$ cat config.mk
export PLATFORM = sky130hd
export DESIGN_NAME = sbsc_top
export DESIGN_NICKNAME = d
export VERILOG_FILES = /design/src/core/sbsc_pkg.sv /design/src/core/sbsc_port_if.sv /design/src/core/sbsc_top.sv /design/src/core/sbsc_port.sv /design/src/core/sbsc_irq.sv
export VERILOG_INCLUDE_DIRS = /design/src /design/src/core
export SDC_FILE = /design/constraint.sdc
export NUM_CORES = 1
export LEC_CHECK = 0
export BUFFER_PORTS_ARGS = -buffer_cell sky130_fd_sc_hd__buf_2
export CAP_MARGIN = 20
export CORE_ASPECT_RATIO = 0.7
export CORE_UTILIZATION = 45
export DETAILED_ROUTE_END_ITERATION = 10
export PLACE_DENSITY = 0.67
export RECOVER_POWER = 100
export SYNTH_ARGS = -nofsm -noshare
export SYNTH_HDL_FRONTEND = slang
export SYNTH_SLANG_ARGS = --single-unit
$ cat constraint.sdc
create_clock -name CLOCK -period 2.9 [get_ports CLOCK]
set_input_delay 0.145 -clock CLOCK [delete_from_list [all_inputs] [get_ports CLOCK]]
set_output_delay 0.145 -clock CLOCK [all_outputs]
set_load 0.05 [all_outputs]
$ cat src/core/sbsc_consts.svh
// Purpose: named offsets, field positions and reset values of the serial board status words
// Assumes: word-addressed register port, 16-bit data
// Notes: all figures used by the logic live here
`ifndef SBSC_CONSTS_SVH
`define SBSC_CONSTS_SVH

// word offsets
`define SBSC_ADDR_ACT1 8'hca
`define SBSC_ADDR_ACT2 8'hcb
`define SBSC_ADDR_ERR 8'hcc
`define SBSC_ADDR_CMP1 8'hcd
`define SBSC_ADDR_CMP2 8'hce
`define SBSC_ADDR_CTRL 8'hcf
`define SBSC_ADDR_IRQ_STAT 8'hd0
`define SBSC_ADDR_IRQ_MASK 8'hd1
`define SBSC_ADDR_ABORT 8'hd2
`define SBSC_ADDR_MODE 8'hd3

// control word fields (port 1 position; port 2 one bit up for fields below bit 8, at the given offset for the rest)
`define SBSC_CTL_RESTART 0
`define SBSC_CTL_CTRACE 2
`define SBSC_CTL_STRACE 4
`define SBSC_CTL_ECHO 6
`define SBSC_CTL_EXEC 8
`define SBSC_CTL_STEPERR 9
`define SBSC_CTL_SEQEND 10
`define SBSC_CTL_ABORT 11
`define SBSC_CTL_P2_SHIFT 4
`define SBSC_CTL_W 16

// error/trace word fields
`define SBSC_ERR_TRACE 0
`define SBSC_ERR_ECHO 6
`define SBSC_ERR_CODE 8
`define SBSC_ERR_CODE_W 4

// completion and abort word fields
`define SBSC_CMP_STORED 15
`define SBSC_ABT_P1 7
`define SBSC_ABT_P2 15

// interrupt event layout, port 2 at +4
`define SBSC_EV_SEQEND 0
`define SBSC_EV_ABORT 1
`define SBSC_EV_ERR 2
`define SBSC_EV_STEPERR 3
`define SBSC_EV_W 8
`define SBSC_EV_P2 4

// reset values and bcd limits
`define SBSC_ZERO16 16'h0000
`define SBSC_ZERO8 8'h00
`define SBSC_ZERO4 4'h0
`define SBSC_BCD_NINE 4'h9
`define SBSC_BCD_ONE 4'h1
`define SBSC_MODE_RESET 4'h0

`endif

$ cat src/core/sbsc_pkg.sv
// Purpose: types shared by the serial board status block
// Assumes: nothing beyond the constants header
// Notes: mode codes follow the board configuration word
package sbsc_pkg;
   typedef enum logic [1:0] {
      SBSC_MODE_HOST = 2'b00,
      SBSC_MODE_NOPROTO = 2'b01,
      SBSC_MODE_MACRO = 2'b10,
      SBSC_MODE_TERMINAL = 2'b11
   } sbsc_mode_t;
endpackage : sbsc_pkg

$ cat src/core/sbsc_port_if.sv
// Purpose: macro status of one serial port carried to the register bank
// Assumes: single clock
// Notes: prov side is the port tracker, cons side the bank
`timescale 1ns/1ps
interface sbsc_port_if;
   logic executing;
   logic step_err;
   logic seq_end;
   logic abort_done;
   logic [3:0] err_code;
   logic err_stored;
   logic [3:0] case_num;
   logic [3:0] step_num;
   logic [3:0] events;
   modport prov (output executing, step_err, seq_end, abort_done, err_code, err_stored, case_num, step_num,
      events);
   modport cons (input executing, step_err, seq_end, abort_done, err_code, err_stored, case_num, step_num,
      events);
endinterface : sbsc_port_if

$ cat src/core/sbsc_top.sv
// Purpose: status and control words of a two-port serial communications board
// Assumes: word-addressed register port, read data one cycle after the strobe
// Notes: port-side events arrive as one-cycle pulses from the serial engines
// Behaviour
// port 2 abort completion flag at bit 15
// terminal link activity bits per terminal
// macro mode repeat counter in low byte
// no-protocol reception count, four bcd digits
// echoback disabled status bits 06 and 07
// four-bit macro error code per port
// completion bit 15 flags stored error code
// completion word holds case and step
// restart bits 00 and 01 reinitialise ports
// continuous and single-shot trace control bits
// echoback disable request bits 06 and 07
// macro executing flags at 08 and 12
// step error flags and forced abort bits
// sequence end completion at 10 and 14
// only control bits accept program writes
`timescale 1ns/1ps
`include "sbsc_consts.svh"
module sbsc_top
   import sbsc_pkg::*;
(
   input wire logic CLOCK,
   input wire logic SRST,
   input wire logic [7:0] ADDR,
   input wire logic [15:0] WDATA,
   input wire logic WR,
   input wire logic RD,
   output logic [15:0] RDATA,
   output logic IRQ,
   input wire logic [1:0][7:0] OPERATOR_TERMINAL_ACTIVE,
   input wire logic [1:0][7:0] REPEAT_PRESENT_VALUE,
   input wire logic [1:0] RX_DATA_STROBE,
   input wire logic [1:0] TRACING,
   input wire logic [1:0] ECHOBACK_DISABLED,
   input wire logic [1:0] MACRO_START,
   input wire logic [1:0] MACRO_STEP_DONE,
   input wire logic [1:0][3:0] CASE_NUMBER,
   input wire logic [1:0][3:0] STEP_NUMBER,
   input wire logic [1:0] MACRO_SEQ_END,
   input wire logic [1:0] MACRO_STEP_ERROR,
   input wire logic [1:0] MACRO_ABORT_DONE,
   input wire logic [1:0] MACRO_ERROR,
   input wire logic [1:0][3:0] MACRO_ERROR_CODE,
   output logic [1:0] PORT_RESTART,
   output logic [1:0] CONT_TRACE,
   output logic [1:0] SHOT_TRACE,
   output logic [1:0] ECHOBACK_DISABLE_REQ,
   output logic [1:0] FORCED_ABORT
);
   // one bcd digit step with carry out
   function automatic logic [4:0] bcd_digit_inc(input logic [3:0] d, input logic cin);
      logic [4:0] r;
      r = {1'b0, d};
      if (cin) begin
         if (d == `SBSC_BCD_NINE) r = {1'b1, `SBSC_ZERO4};
         else r = {1'b0, d + `SBSC_BCD_ONE};
      end
      return r;
   endfunction : bcd_digit_inc

   // four-digit bcd increment, wraps 9999 to 0000
   function automatic logic [15:0] bcd_inc(input logic [15:0] v);
      logic [4:0] d0;
      logic [4:0] d1;
      logic [4:0] d2;
      logic [4:0] d3;
      d0 = bcd_digit_inc(v[3:0], 1'b1);
      d1 = bcd_digit_inc(v[7:4], d0[4]);
      d2 = bcd_digit_inc(v[11:8], d1[4]);
      d3 = bcd_digit_inc(v[15:12], d2[4]);
      return {d3[3:0], d2[3:0], d1[3:0], d0[3:0]};
   endfunction : bcd_inc

   // activity word contents depend on the port's communications mode
   function automatic logic [15:0] activity_word(input sbsc_mode_t m, input logic [7:0] term,
      input logic [7:0] rpt, input logic [15:0] cnt);
      logic [15:0] r;
      r = `SBSC_ZERO16;
      unique case (m)
         SBSC_MODE_TERMINAL: r = {`SBSC_ZERO8, term};
         SBSC_MODE_MACRO: r = {`SBSC_ZERO8, rpt};
         SBSC_MODE_NOPROTO: r = cnt;
         SBSC_MODE_HOST: r = `SBSC_ZERO16;
      endcase
      return r;
   endfunction : activity_word

   // control bit address of a field for a port
   function automatic int ctl_pos(input int base, input int port);
      return base + port * `SBSC_CTL_P2_SHIFT;
   endfunction : ctl_pos

   // completion word: stored flag on top, step and case below, the bits between read zero
   function automatic logic [15:0] completion_word(input logic stored, input logic [3:0] step,
      input logic [3:0] rcase);
      logic [15:0] r;
      r = {`SBSC_ZERO8, step, rcase};
      r[`SBSC_CMP_STORED] = stored;
      return r;
   endfunction : completion_word

   sbsc_port_if pif [2] ();

   sbsc_mode_t mode [2];
   logic [3:0] mode_reg;
   logic [1:0][15:0] rx_count;
   logic [1:0][7:0] term_flags;
   logic [1:0][7:0] repeat_value;
   // per-port copies of tracker state; an interface array takes no loop-variable index
   logic [1:0] step_err_flag;
   logic [1:0] seq_end_flag;
   logic [1:0] abort_done_flag;
   logic [1:0][3:0] err_code_val;
   logic [1:0] restart_req;
   logic [1:0] ctrace;
   logic [1:0] strace;
   logic [1:0] echo_req;
   logic [1:0] abort_req;
   logic [1:0] is_macro;
   logic [1:0] exec_valid;
   logic [15:0] ctrl_word;
   logic [15:0] err_word;
   logic [15:0] abort_word;
   logic [15:0] next_rdata;
   logic [7:0] ev_all;
   logic [7:0] irq_status;
   logic [7:0] irq_mask;
   logic wr_ctrl;
   logic wr_mode;
   logic wr_istat;
   logic wr_imask;

   // write decode; status words ignore writes
   assign wr_ctrl = WR && (ADDR == `SBSC_ADDR_CTRL);
   assign wr_mode = WR && (ADDR == `SBSC_ADDR_MODE);
   assign wr_istat = WR && (ADDR == `SBSC_ADDR_IRQ_STAT);
   assign wr_imask = WR && (ADDR == `SBSC_ADDR_IRQ_MASK);

   // mode configuration, two bits per port
   always_ff @(posedge CLOCK) begin
      if (SRST) mode_reg <= `SBSC_MODE_RESET;
      else if (wr_mode) mode_reg <= WDATA[3:0];
   end

   assign mode[0] = sbsc_mode_t'(mode_reg[1:0]);
   assign mode[1] = sbsc_mode_t'(mode_reg[3:2]);

   genvar g;
   generate
      for (g = 0; g < 2; g++) begin : g_port
         assign is_macro[g] = (mode[g] == SBSC_MODE_MACRO);
         // executing flag is meaningful only with a macro-capable mode
         assign exec_valid[g] = pif[g].executing & (is_macro[g] | (mode[g] == SBSC_MODE_NOPROTO));

         // restart is a one-cycle pulse; the bit reads back while it is active
         always_ff @(posedge CLOCK) begin
            if (SRST) restart_req[g] <= 1'b0;
            else restart_req[g] <= wr_ctrl & WDATA[ctl_pos(`SBSC_CTL_RESTART, 0) + g];
         end

         // trace start/stop levels, honoured only in macro mode
         always_ff @(posedge CLOCK) begin
            if (SRST) begin
               ctrace[g] <= 1'b0;
               strace[g] <= 1'b0;
            end else if (wr_ctrl) begin
               ctrace[g] <= WDATA[`SBSC_CTL_CTRACE + g];
               strace[g] <= WDATA[`SBSC_CTL_STRACE + g];
            end
         end

         // echoback disable request
         always_ff @(posedge CLOCK) begin
            if (SRST) echo_req[g] <= 1'b0;
            else if (wr_ctrl) echo_req[g] <= WDATA[`SBSC_CTL_ECHO + g];
         end

         // forced abort: software set beats the hardware clear on completion
         always_ff @(posedge CLOCK) begin
            if (SRST || restart_req[g]) abort_req[g] <= 1'b0;
            else if (wr_ctrl) abort_req[g] <= WDATA[ctl_pos(`SBSC_CTL_ABORT, g)];
            else if (MACRO_ABORT_DONE[g]) abort_req[g] <= 1'b0;
         end

         // reception counter counts in bcd, only in no-protocol mode
         always_ff @(posedge CLOCK) begin
            if (SRST || restart_req[g]) rx_count[g] <= `SBSC_ZERO16;
            else if (RX_DATA_STROBE[g] && mode[g] == SBSC_MODE_NOPROTO) rx_count[g] <= bcd_inc(rx_count[g]);
         end

         // terminal flags and repeat counter sampled into flops
         always_ff @(posedge CLOCK) begin
            if (SRST) begin
               term_flags[g] <= `SBSC_ZERO8;
               repeat_value[g] <= `SBSC_ZERO8;
            end else begin
               term_flags[g] <= OPERATOR_TERMINAL_ACTIVE[g];
               repeat_value[g] <= REPEAT_PRESENT_VALUE[g];
            end
         end

         sbsc_port u_port (
            .clk(CLOCK),
            .srst(SRST),
            .restart(restart_req[g]),
            .start(MACRO_START[g]),
            .step_done(MACRO_STEP_DONE[g]),
            .case_in(CASE_NUMBER[g]),
            .step_in(STEP_NUMBER[g]),
            .seq_done(MACRO_SEQ_END[g]),
            .step_fail(MACRO_STEP_ERROR[g]),
            .abort_fin(MACRO_ABORT_DONE[g]),
            .err(MACRO_ERROR[g]),
            .err_code_in(MACRO_ERROR_CODE[g]),
            .st(pif[g])
         );

         assign ev_all[`SBSC_EV_P2 * g +: `SBSC_EV_P2] = pif[g].events;

         // plain copies for the read-back loops below
         assign step_err_flag[g] = pif[g].step_err;
         assign seq_end_flag[g] = pif[g].seq_end;
         assign abort_done_flag[g] = pif[g].abort_done;
         assign err_code_val[g] = pif[g].err_code;
      end
   endgenerate

   // control word read-back; step error and end flags read zero outside macro mode, executing flags outside macro and no-protocol mode
   always_comb begin
      ctrl_word = `SBSC_ZERO16;
      for (int p = 0; p < 2; p++) begin
         ctrl_word[`SBSC_CTL_RESTART + p] = restart_req[p];
         ctrl_word[`SBSC_CTL_CTRACE + p] = ctrace[p];
         ctrl_word[`SBSC_CTL_STRACE + p] = strace[p];
         ctrl_word[`SBSC_CTL_ECHO + p] = echo_req[p];
         ctrl_word[ctl_pos(`SBSC_CTL_EXEC, p)] = exec_valid[p];
         ctrl_word[ctl_pos(`SBSC_CTL_STEPERR, p)] = step_err_flag[p] & is_macro[p];
         ctrl_word[ctl_pos(`SBSC_CTL_SEQEND, p)] = seq_end_flag[p] & is_macro[p];
         ctrl_word[ctl_pos(`SBSC_CTL_ABORT, p)] = abort_req[p];
      end
   end

   // trace flags, echoback status and both error codes
   always_comb begin
      err_word = `SBSC_ZERO16;
      for (int p = 0; p < 2; p++) begin
         err_word[`SBSC_ERR_TRACE + p] = TRACING[p];
         err_word[`SBSC_ERR_ECHO + p] = ECHOBACK_DISABLED[p] & is_macro[p];
         err_word[`SBSC_ERR_CODE + p * `SBSC_ERR_CODE_W +: `SBSC_ERR_CODE_W] = err_code_val[p];
      end
   end

   // abort completion flags in macro mode
   always_comb begin
      abort_word = `SBSC_ZERO16;
      abort_word[`SBSC_ABT_P1] = abort_done_flag[0] & is_macro[0];
      abort_word[`SBSC_ABT_P2] = abort_done_flag[1] & is_macro[1];
   end

   // read mux; unmapped offsets read zero
   always_comb begin
      next_rdata = `SBSC_ZERO16;
      if (RD) begin
         unique case (ADDR)
            `SBSC_ADDR_ACT1: next_rdata = activity_word(mode[0], term_flags[0], repeat_value[0], rx_count[0]);
            `SBSC_ADDR_ACT2: next_rdata = activity_word(mode[1], term_flags[1], repeat_value[1], rx_count[1]);
            `SBSC_ADDR_ERR: next_rdata = err_word;
            `SBSC_ADDR_CMP1:
               next_rdata = completion_word(pif[0].err_stored, pif[0].step_num, pif[0].case_num);
            `SBSC_ADDR_CMP2:
               next_rdata = completion_word(pif[1].err_stored, pif[1].step_num, pif[1].case_num);
            `SBSC_ADDR_CTRL: next_rdata = ctrl_word;
            `SBSC_ADDR_IRQ_STAT: next_rdata = {`SBSC_ZERO8, irq_status};
            `SBSC_ADDR_IRQ_MASK: next_rdata = {`SBSC_ZERO8, irq_mask};
            `SBSC_ADDR_ABORT: next_rdata = abort_word;
            `SBSC_ADDR_MODE: next_rdata = {12'h000, mode_reg};
            default: next_rdata = `SBSC_ZERO16;
         endcase
      end
   end

   // read data stands only in the cycle after the strobe
   always_ff @(posedge CLOCK) begin
      if (SRST) RDATA <= `SBSC_ZERO16;
      else RDATA <= next_rdata;
   end

   sbsc_irq u_irq (
      .clk(CLOCK),
      .srst(SRST),
      .events(ev_all),
      .wr_stat(wr_istat),
      .wr_mask(wr_imask),
      .wdata(WDATA[7:0]),
      .status(irq_status),
      .mask(irq_mask),
      .irq(IRQ)
   );

   // control outputs to the serial engines, trace gated by macro mode
   assign PORT_RESTART = restart_req;
   assign CONT_TRACE = ctrace & is_macro;
   assign SHOT_TRACE = strace & is_macro;
   assign ECHOBACK_DISABLE_REQ = echo_req & is_macro;
   assign FORCED_ABORT = abort_req;
endmodule : sbsc_top

$ cat src/core/sbsc_port.sv
// Purpose: tracks protocol macro execution state of one serial port
// Assumes: event inputs are one-cycle pulses
// Notes: restart wipes all recorded state
`timescale 1ns/1ps
`include "sbsc_consts.svh"
module sbsc_port
   import sbsc_pkg::*;
(
   input wire logic clk,
   input wire logic srst,
   input wire logic restart,
   input wire logic start,
   input wire logic step_done,
   input wire logic [3:0] case_in,
   input wire logic [3:0] step_in,
   input wire logic seq_done,
   input wire logic step_fail,
   input wire logic abort_fin,
   input wire logic err,
   input wire logic [3:0] err_code_in,
   sbsc_port_if.prov st
);
   // execution flags; a new start clears the previous outcome
   always_ff @(posedge clk) begin
      if (srst || restart) begin
         st.executing <= 1'b0;
         st.seq_end <= 1'b0;
         st.abort_done <= 1'b0;
         st.step_err <= 1'b0;
      end else begin
         st.executing <= start | (st.executing & ~seq_done & ~abort_fin);
         st.seq_end <= seq_done | (st.seq_end & ~start);
         st.abort_done <= abort_fin | (st.abort_done & ~start);
         st.step_err <= step_fail | (st.step_err & ~start);
      end
   end

   // completed case and step numbers
   always_ff @(posedge clk) begin
      if (srst || restart) begin
         st.case_num <= `SBSC_ZERO4;
         st.step_num <= `SBSC_ZERO4;
      end else if (step_done) begin
         st.case_num <= case_in;
         st.step_num <= step_in;
      end
   end

   // error code and its stored flag
   always_ff @(posedge clk) begin
      if (srst || restart) begin
         st.err_code <= `SBSC_ZERO4;
         st.err_stored <= 1'b0;
      end else if (err) begin
         st.err_code <= err_code_in;
         st.err_stored <= 1'b1;
      end
   end

   assign st.events = {step_fail, err, abort_fin, seq_done};
endmodule : sbsc_port

$ cat src/core/sbsc_irq.sv
// Purpose: sticky event status with mask and one level interrupt
// Assumes: write-one-to-clear status
// Notes: a new event beats a simultaneous clear
`timescale 1ns/1ps
`include "sbsc_consts.svh"
module sbsc_irq
   import sbsc_pkg::*;
(
   input wire logic clk,
   input wire logic srst,
   input wire logic [7:0] events,
   input wire logic wr_stat,
   input wire logic wr_mask,
   input wire logic [7:0] wdata,
   output logic [7:0] status,
   output logic [7:0] mask,
   output logic irq
);
   // set wins over clear so no event is lost
   always_ff @(posedge clk) begin
      if (srst) status <= `SBSC_ZERO8;
      else status <= (status & ~(wr_stat ? wdata : `SBSC_ZERO8)) | events;
   end

   always_ff @(posedge clk) begin
      if (srst) mask <= `SBSC_ZERO8;
      else if (wr_mask) mask <= wdata;
   end

   assign irq = |(status & mask);
endmodule : sbsc_irq

Word level (Yosys, flattened, before mapping)
Index checks and enable logic that the tools add are counted.
{ "word_totals": {"word_cells": 176, "ram_bits": 0, "rom_bits": 0, "memories": 0, "reg_bits": 144, "input_bits": 102, "latchBits": 0} }
{ "op_classes": {"n_shift": 0, "bitwise_logic": 46, "n_div": 0, "magnitude_cmp": 0, "mul": 0, "n_reduce_logical": 20, "n_mux": 32, "add_sub_neg": 8, "eq_ne": 28} }
{ "ops": {"columns": ["operator", "count"], "rows": [
  ["16-bit one-hot mux with 10 select lines", 1],
  ["16-bit one-hot mux with 4 select lines", 2],
  ["5-bit 2-to-1 mux", 22],
  ["8-bit == test, second input constant", 10],
  ["4-bit by 1-bit adder with 4-bit output, second input constant", 8],
  ["4-bit == test, second input constant", 8],
  ["1-bit bitwise AND", 22],
  ["8-bit bitwise AND", 2],
  ["3-bit by 2-bit != test with 1-bit output, second input constant", 4],
  ["2-bit AND reduction", 6],
  ["1-bit OR", 10],
  ["2-bit == test, second input constant", 4],
  ["4-bit 2-to-1 mux", 2],
  ["8-bit 2-to-1 mux", 1],
  ["8-bit NOT", 1],
  ["8-bit OR", 1],
  ["8-bit OR reduction", 1],
  ["1-bit NOT", 7],
  ["2-bit bitwise AND", 3],
  ["1-bit logical AND", 6],
  ["2-bit by 1-bit == test with 1-bit output, second input constant", 2],
  ["2-bit logical NOT", 2],
  ["1-bit 2-to-1 mux", 4],
  ["2-bit nonzero test", 2],
  ["2 further kinds", 3]
]} }

Depth between registers and ports, before layout
{ "depth": {"ltp_word": 11, "depth_mapped": 8, "ltp_nobuf": 7} }

Cells and area by module
Synthesis repeated with hierarchy kept, for this count alone.
{ "unflattened": {"hier_cells": 721, "area_unflattened_um2": 6741.5} }
{ "modules_own_cells": {"columns": ["mod", "area_each_um2", "seq_area_each_um2", "cells_each", "n_inst"], "rows": [
  ["sbsc_top", 4755.8, 1881.8, 538, 1],
  ["sbsc_port", 678.2, 340.3, 64, 2],
  ["sbsc_irq", 629.4, 320.3, 55, 1]
]} }

Worst setup path before layout
OpenSTA, ideal clock, no wires.
{ "synth_path": {"path_kind": "register to register", "start": "register mode_reg[1]", "end": "register RDATA[2]", "setup_slack_ps": 1212, "required_time_ps": 2764, "period_less_slack_ps": 1688, "arrival_time_ps": 1553, "stages_incl_launch_ff": 9, "setup_time_ps": 136, "path_buffers": 1, "cell_sequence": "dfxtp_1 -> inv_1 -> ha_1 -> clkbuf_1 -> a221oi_1 -> a21oi_1 -> a221o_1 -> nand3_1 -> a31oi_1"} }
{ "synth_via": {"elab_chain_cells": 3, "word_cells_on_any_way": 6} }
{ "synth_rtl": {"columns": ["item", "line", "rtl"], "rows": [
  ["from (decl)", "sbsc_top.sv:108", "logic [3:0] mode_reg;"],
  ["from (signal assigned)", "sbsc_top.sv:144", "if (SRST) mode_reg <= `SBSC_MODE_RESET;"],
  ["from (signal assigned)", "sbsc_top.sv:145", "else if (wr_mode) mode_reg <= WDATA[3:0];"],
  ["2-bit by 1-bit == test with 1-bit output, or another cell as far along", "sbsc_top.sv:82", "unique case (m)"],
  ["16-bit one-hot mux with 4 select lines (*)", "sbsc_top.sv:82", null],
  ["16-bit one-hot mux with 10 select lines (*)", "sbsc_top.sv:267", "unique case (ADDR)"],
  ["to (signal assigned)", "sbsc_top.sv:287", "if (SRST) RDATA <= `SBSC_ZERO16;"],
  ["to (signal assigned)", "sbsc_top.sv:288", "else RDATA <= next_rdata;"],
  ["to (decl)", "sbsc_top.sv:31", "output logic [15:0] RDATA,"]
]} }
Mark *: on every way between the ends. The rest lies on a longest branch, timed or not.
A chain may end at the register's enable or synchronous reset.

Final worst setup path
{ "layout_path": {"start": "input ADDR[1]", "end": "register abort_req[0], in the netlist FORCED_ABORT[0]"} }
{ "layout_via": {"elab_chain_cells": 3, "word_cells_on_any_way": 4} }
{ "layout_rtl": {"columns": ["item", "line", "rtl"], "rows": [
  ["from (decl)", "sbsc_top.sv:27", "input wire logic [7:0] ADDR,"],
  ["8-bit == test (*)", null, null],
  ["1-bit logical AND (*)", "sbsc_top.sv:137", "assign wr_ctrl = WR && (ADDR == `SBSC_ADDR_CTRL);"],
  ["1-bit 2-to-1 mux or 2-bit nonzero test (tied branches)", null, null],
  ["to (signal, indexed assignment)", "sbsc_top.sv:184", "else if (wr_ctrl) abort_req[g] <= WDATA[ctl_pos(`SBSC_CTL_ABORT, g)];"],
  ["to (decl)", "sbsc_top.sv:121", "logic [1:0] abort_req;"]
]} }
Marked as above.

==> flow_metrics.py <==
metrics = {
    "cts": {
        "numClockSinks": 144,
        "cts-buffers-inserted": 17,
        "path_clk_slew_ns": 0.06,
        "tritoncts": "done",
        "clkLatencyLatePin_ns": 0.42,
        "post-cts-setup-buffer-count": 0,
        "htree_num_levels": 4,
        "clock_tree_root_driver_cell": "clkbuf_16",
        "cts_hold_repair.buffers": 56,
        "clock_path_buffers": 2,
        "post_cts_resized": 0,
    },
    "critical_path": {
        "cp_num_buf_inv": 2,
        "cpMaxStageDelayCell": "clkbuf_1",
        "crit_arrival_ns": 2.81,
        "critical_path_required_ns": 3.14,
        "endpoint_kind": "flip-flop",
        "worstPathMaxFanout": 25,
        "critPathKind": "primary input to flip-flop",
        "critical_path.top_delay_family": "simple AND/OR/NAND/NOR gates",
        "cp_cell_sequence": "clkbuf_1 -> clkbuf_1 -> and2_0 -> nand3_1 -> nand3b_1 -> a21oi_1",
        "setup.worst_path.start_class": "primary input",
        "cp_slowest_stage_delay_ns": 0.81,
        "crit_path_frequent_cell": "clkbuf_1",
    },
    "sta": {
        "worst_slack_ns": 0.333,
        "worst_hold_slack_ns": 0.00665,
        "finalHoldViolations": 0,
        "totalNegativeSetupSlack_ns": 0,
        "fmax_ghz": 0.390,
        "slew_viol_final": 33,
        "worst_slew_pin_slew_ns": 1.52,
        "min_period_over_period_pct": 88.5,
        "number_of_endpoints_failing_setup_at_the_final_stage": 0,
        "finalClockSkew_ns": 0.00810,
        "rsz0062_at_grt": "no",
        "finalWorstPathRequiredPeriod_ns": 2.57,
        "max_slew_margin_pct": -1.54,
    },
    "yosys": {
        "post_synthesis_area_per_instance_um2": 9.11,
        "ys_async_sr_fraction_pct": 0,
        "synth_sequential_area_ratio_pct": 44.6,
        "synth_cell_types": 59,
        "number_of_enable_flip_flop_cells_after_synthesis": 0,
        "synth.net_count": 822,
        "yosysWarnings": 0,
        "netlist_area_mm2": 0.00647,
        "synth_ff_type": "dfxtp_1",
        "postSynthRegisterBits": 144,
        "post_synth_inst_count": 710,
    },
    "drt": {
        "detail-route-antenna-nets": 0,
        "drt-total-wl_mm": 19.4,
        "num_vias": 6025,
        "post_drt_wl_per_cell_um": 18.2,
        "detail_route.drc_violations": 0,
        "drt_pass1_iterations": 5,
        "avgViaCountPerCell": 5.66,
        "first_iter_violations": 594,
    },
    "power_and_ir_drop": {
        "design_power_total_mw": 4.52,
        "worst_ir_drop_vdd_v": 0.000371,
        "static_leak_nw": 3.32,
        "power.density_mw_per_mm2": 557,
    },
    "finish": {
        "post_route_cells_drive_above_1_share_pct": 15.3,
        "count_of_filler_cells_inserted_in_the_layout": 1264,
        "final-instance-count-excl-fill": 1064,
        "fin_util_pct": 58.1,
        "area_growth_syn_to_layout_pct": 25.5,
        "largest_register_ff_count": 32,
        "number_of_antenna_repair_diodes": 0,
        "regMostFlops": "rx_count",
        "finalInstanceArea_mm2": 0.00812,
        "nets": 973,
    },
    "die": {
        "design.core.area_mm2": 0.0140,
        "die_h_um": 102,
        "die_area_mm2": 0.0149,
        "io_pins": 129,
        "initial_core_util_pct": 46.3,
        "die_w_um": 145,
        "placementRows": 36,
    },
    "job": {
        "drv.max_cap_violation_count": 1,
    },
    "grt": {
        "track_usage_pct": 26.1,
        "grt_max_degree": 35,
        "grt_first_pass_wirelength_mm": 29.8,
        "globalRouteOverflowTotal": 0,
        "grt_antenna_before_repair": 0,
        "first_global_vias": 5807,
    },
    "place": {
        "io_buffers": 122,
        "gp_congestion": 0.897,
        "dpl_cell_area_mm2": 0.00707,
        "detailed_place_hpwl_mm": 13.5,
        "dp.cells": 975,
        "detailedPlace.worstSlack_ns": 0.574,
    },
    "run_status": {
        "run_status": "finished, violations left",
        "violations": "max-capacitance violations, max-slew violations",
    },
    "min_path": {
        "worstHoldPathType": "primary input to flip-flop",
    },
}
[cell type report]
class | instances | area (µm²) | area share (%)
clock buffers | 20 | 437 | 5.38
clock inverters | 12 | 138 | 1.70
inverters | 19 | 71.3 | 0.878
multi-input cells | 495 | 3180 | 39.2
flip-flops and latches | 144 | 2880 | 35.5
well taps | 190 | 238 | 2.93
repair buffers | 184 | 1170 | 14.5
[synthesized netlist by cell type (all sizes together), types with 4 or more instances]
cell type | instances | share of area (%)
a31oi | 11 | 1.1
a22o | 7 | 0.95
xor2 | 9 | 1.2
nand3 | 15 | 1.6
nand4 | 7 | 0.68
clkbuf | 31 | 1.9
a21oi | 39 | 3.0
o32ai | 4 | 0.54
nor2b | 53 | 5.1
o21ai | 21 | 1.6
nor3b | 11 | 1.5
a221o | 5 | 0.77
inv | 19 | 1.1
mux2i | 47 | 7.3
buf | 21 | 2.5
ha | 10 | 1.9
and2 | 11 | 1.2
a221oi | 18 | 2.4
or3 | 5 | 0.48
a32oi | 10 | 1.4
nor2 | 106 | 6.2
nand2 | 43 | 2.5
nor3 | 9 | 0.70
dfxtp | 144 | 45
a22oi | 14 | 1.6
and3b | 4 | 0.54
[layer usage]
layer / track usage, % / routed length (µm)
met1: 34.5 / 8780
met2: 42.6 / 8670
met3: 4.55 / 1440
met4: 10.9 / 474
met5: 0 / 0
[cell families after synthesis]
family	after synthesis	share of synthesized area (%)
and+or+nand+nor	282	23.1
DFF	144	44.6
AOI/OAI and AO/OA	140	15.2
buffers and inverters	71	5.49
muxes	51	8.14
xor gates and xnor gates	12	1.62
adders and majority gates	10	1.93
[path summary, 6_finish.rpt]
check / start / end / slack (ns) / cells after the start
min reg2reg: g_port[1].u_port.st.err_stored$_SDFFE_PP0P_ / g_port[1].u_port.st.err_stored$_SDFFE_PP0P_ / 0.48 / 2
max reg2reg: mode_reg[0]$_SDFFE_PP0P_ / rx_count[13]$_SDFFE_PP0P_ / 0.48 / 6
max: ADDR[1] / FORCED_ABORT[0]$_SDFFE_PP0P_ / 0.33 / 6
min: WDATA[5] / ctrl_word[5]$_SDFFE_PP0P_ / 0.007 / 3
[tightest hold or removal path: stages]
cell and delay (ns):
buf_2 0.10, mux2i_1 0.07, nor2_1 0.07
[report_power, final]
group          internal [mW]  switching, mW  leakage [nW]
combinational          0.158          0.156          1.87
clock                   1.27          0.864         0.275
sequential              2.04         0.0349          1.18
total                   3.47           1.05          3.32
[placed cells by master, fill, tap and decap left out, types with 10 or more instances in the layout]
cell type / count
a21oi_1: 39
a221oi_1: 18
a22oi_1: 14
a31oi_1: 11
a32oi_1: 10
buf_2: 92
clkbuf_1: 35
clkbuf_16: 17
dfxtp_1: 144
dlygate4sd3_1: 57
ha_1: 10
inv_1: 19
mux2i_1: 47
nand2_1: 43
nand3_1: 15
nor2_1: 106
nor2b_1: 53
nor3b_1: 10
o21ai_0: 21
(Power assumes the default switching activity.)
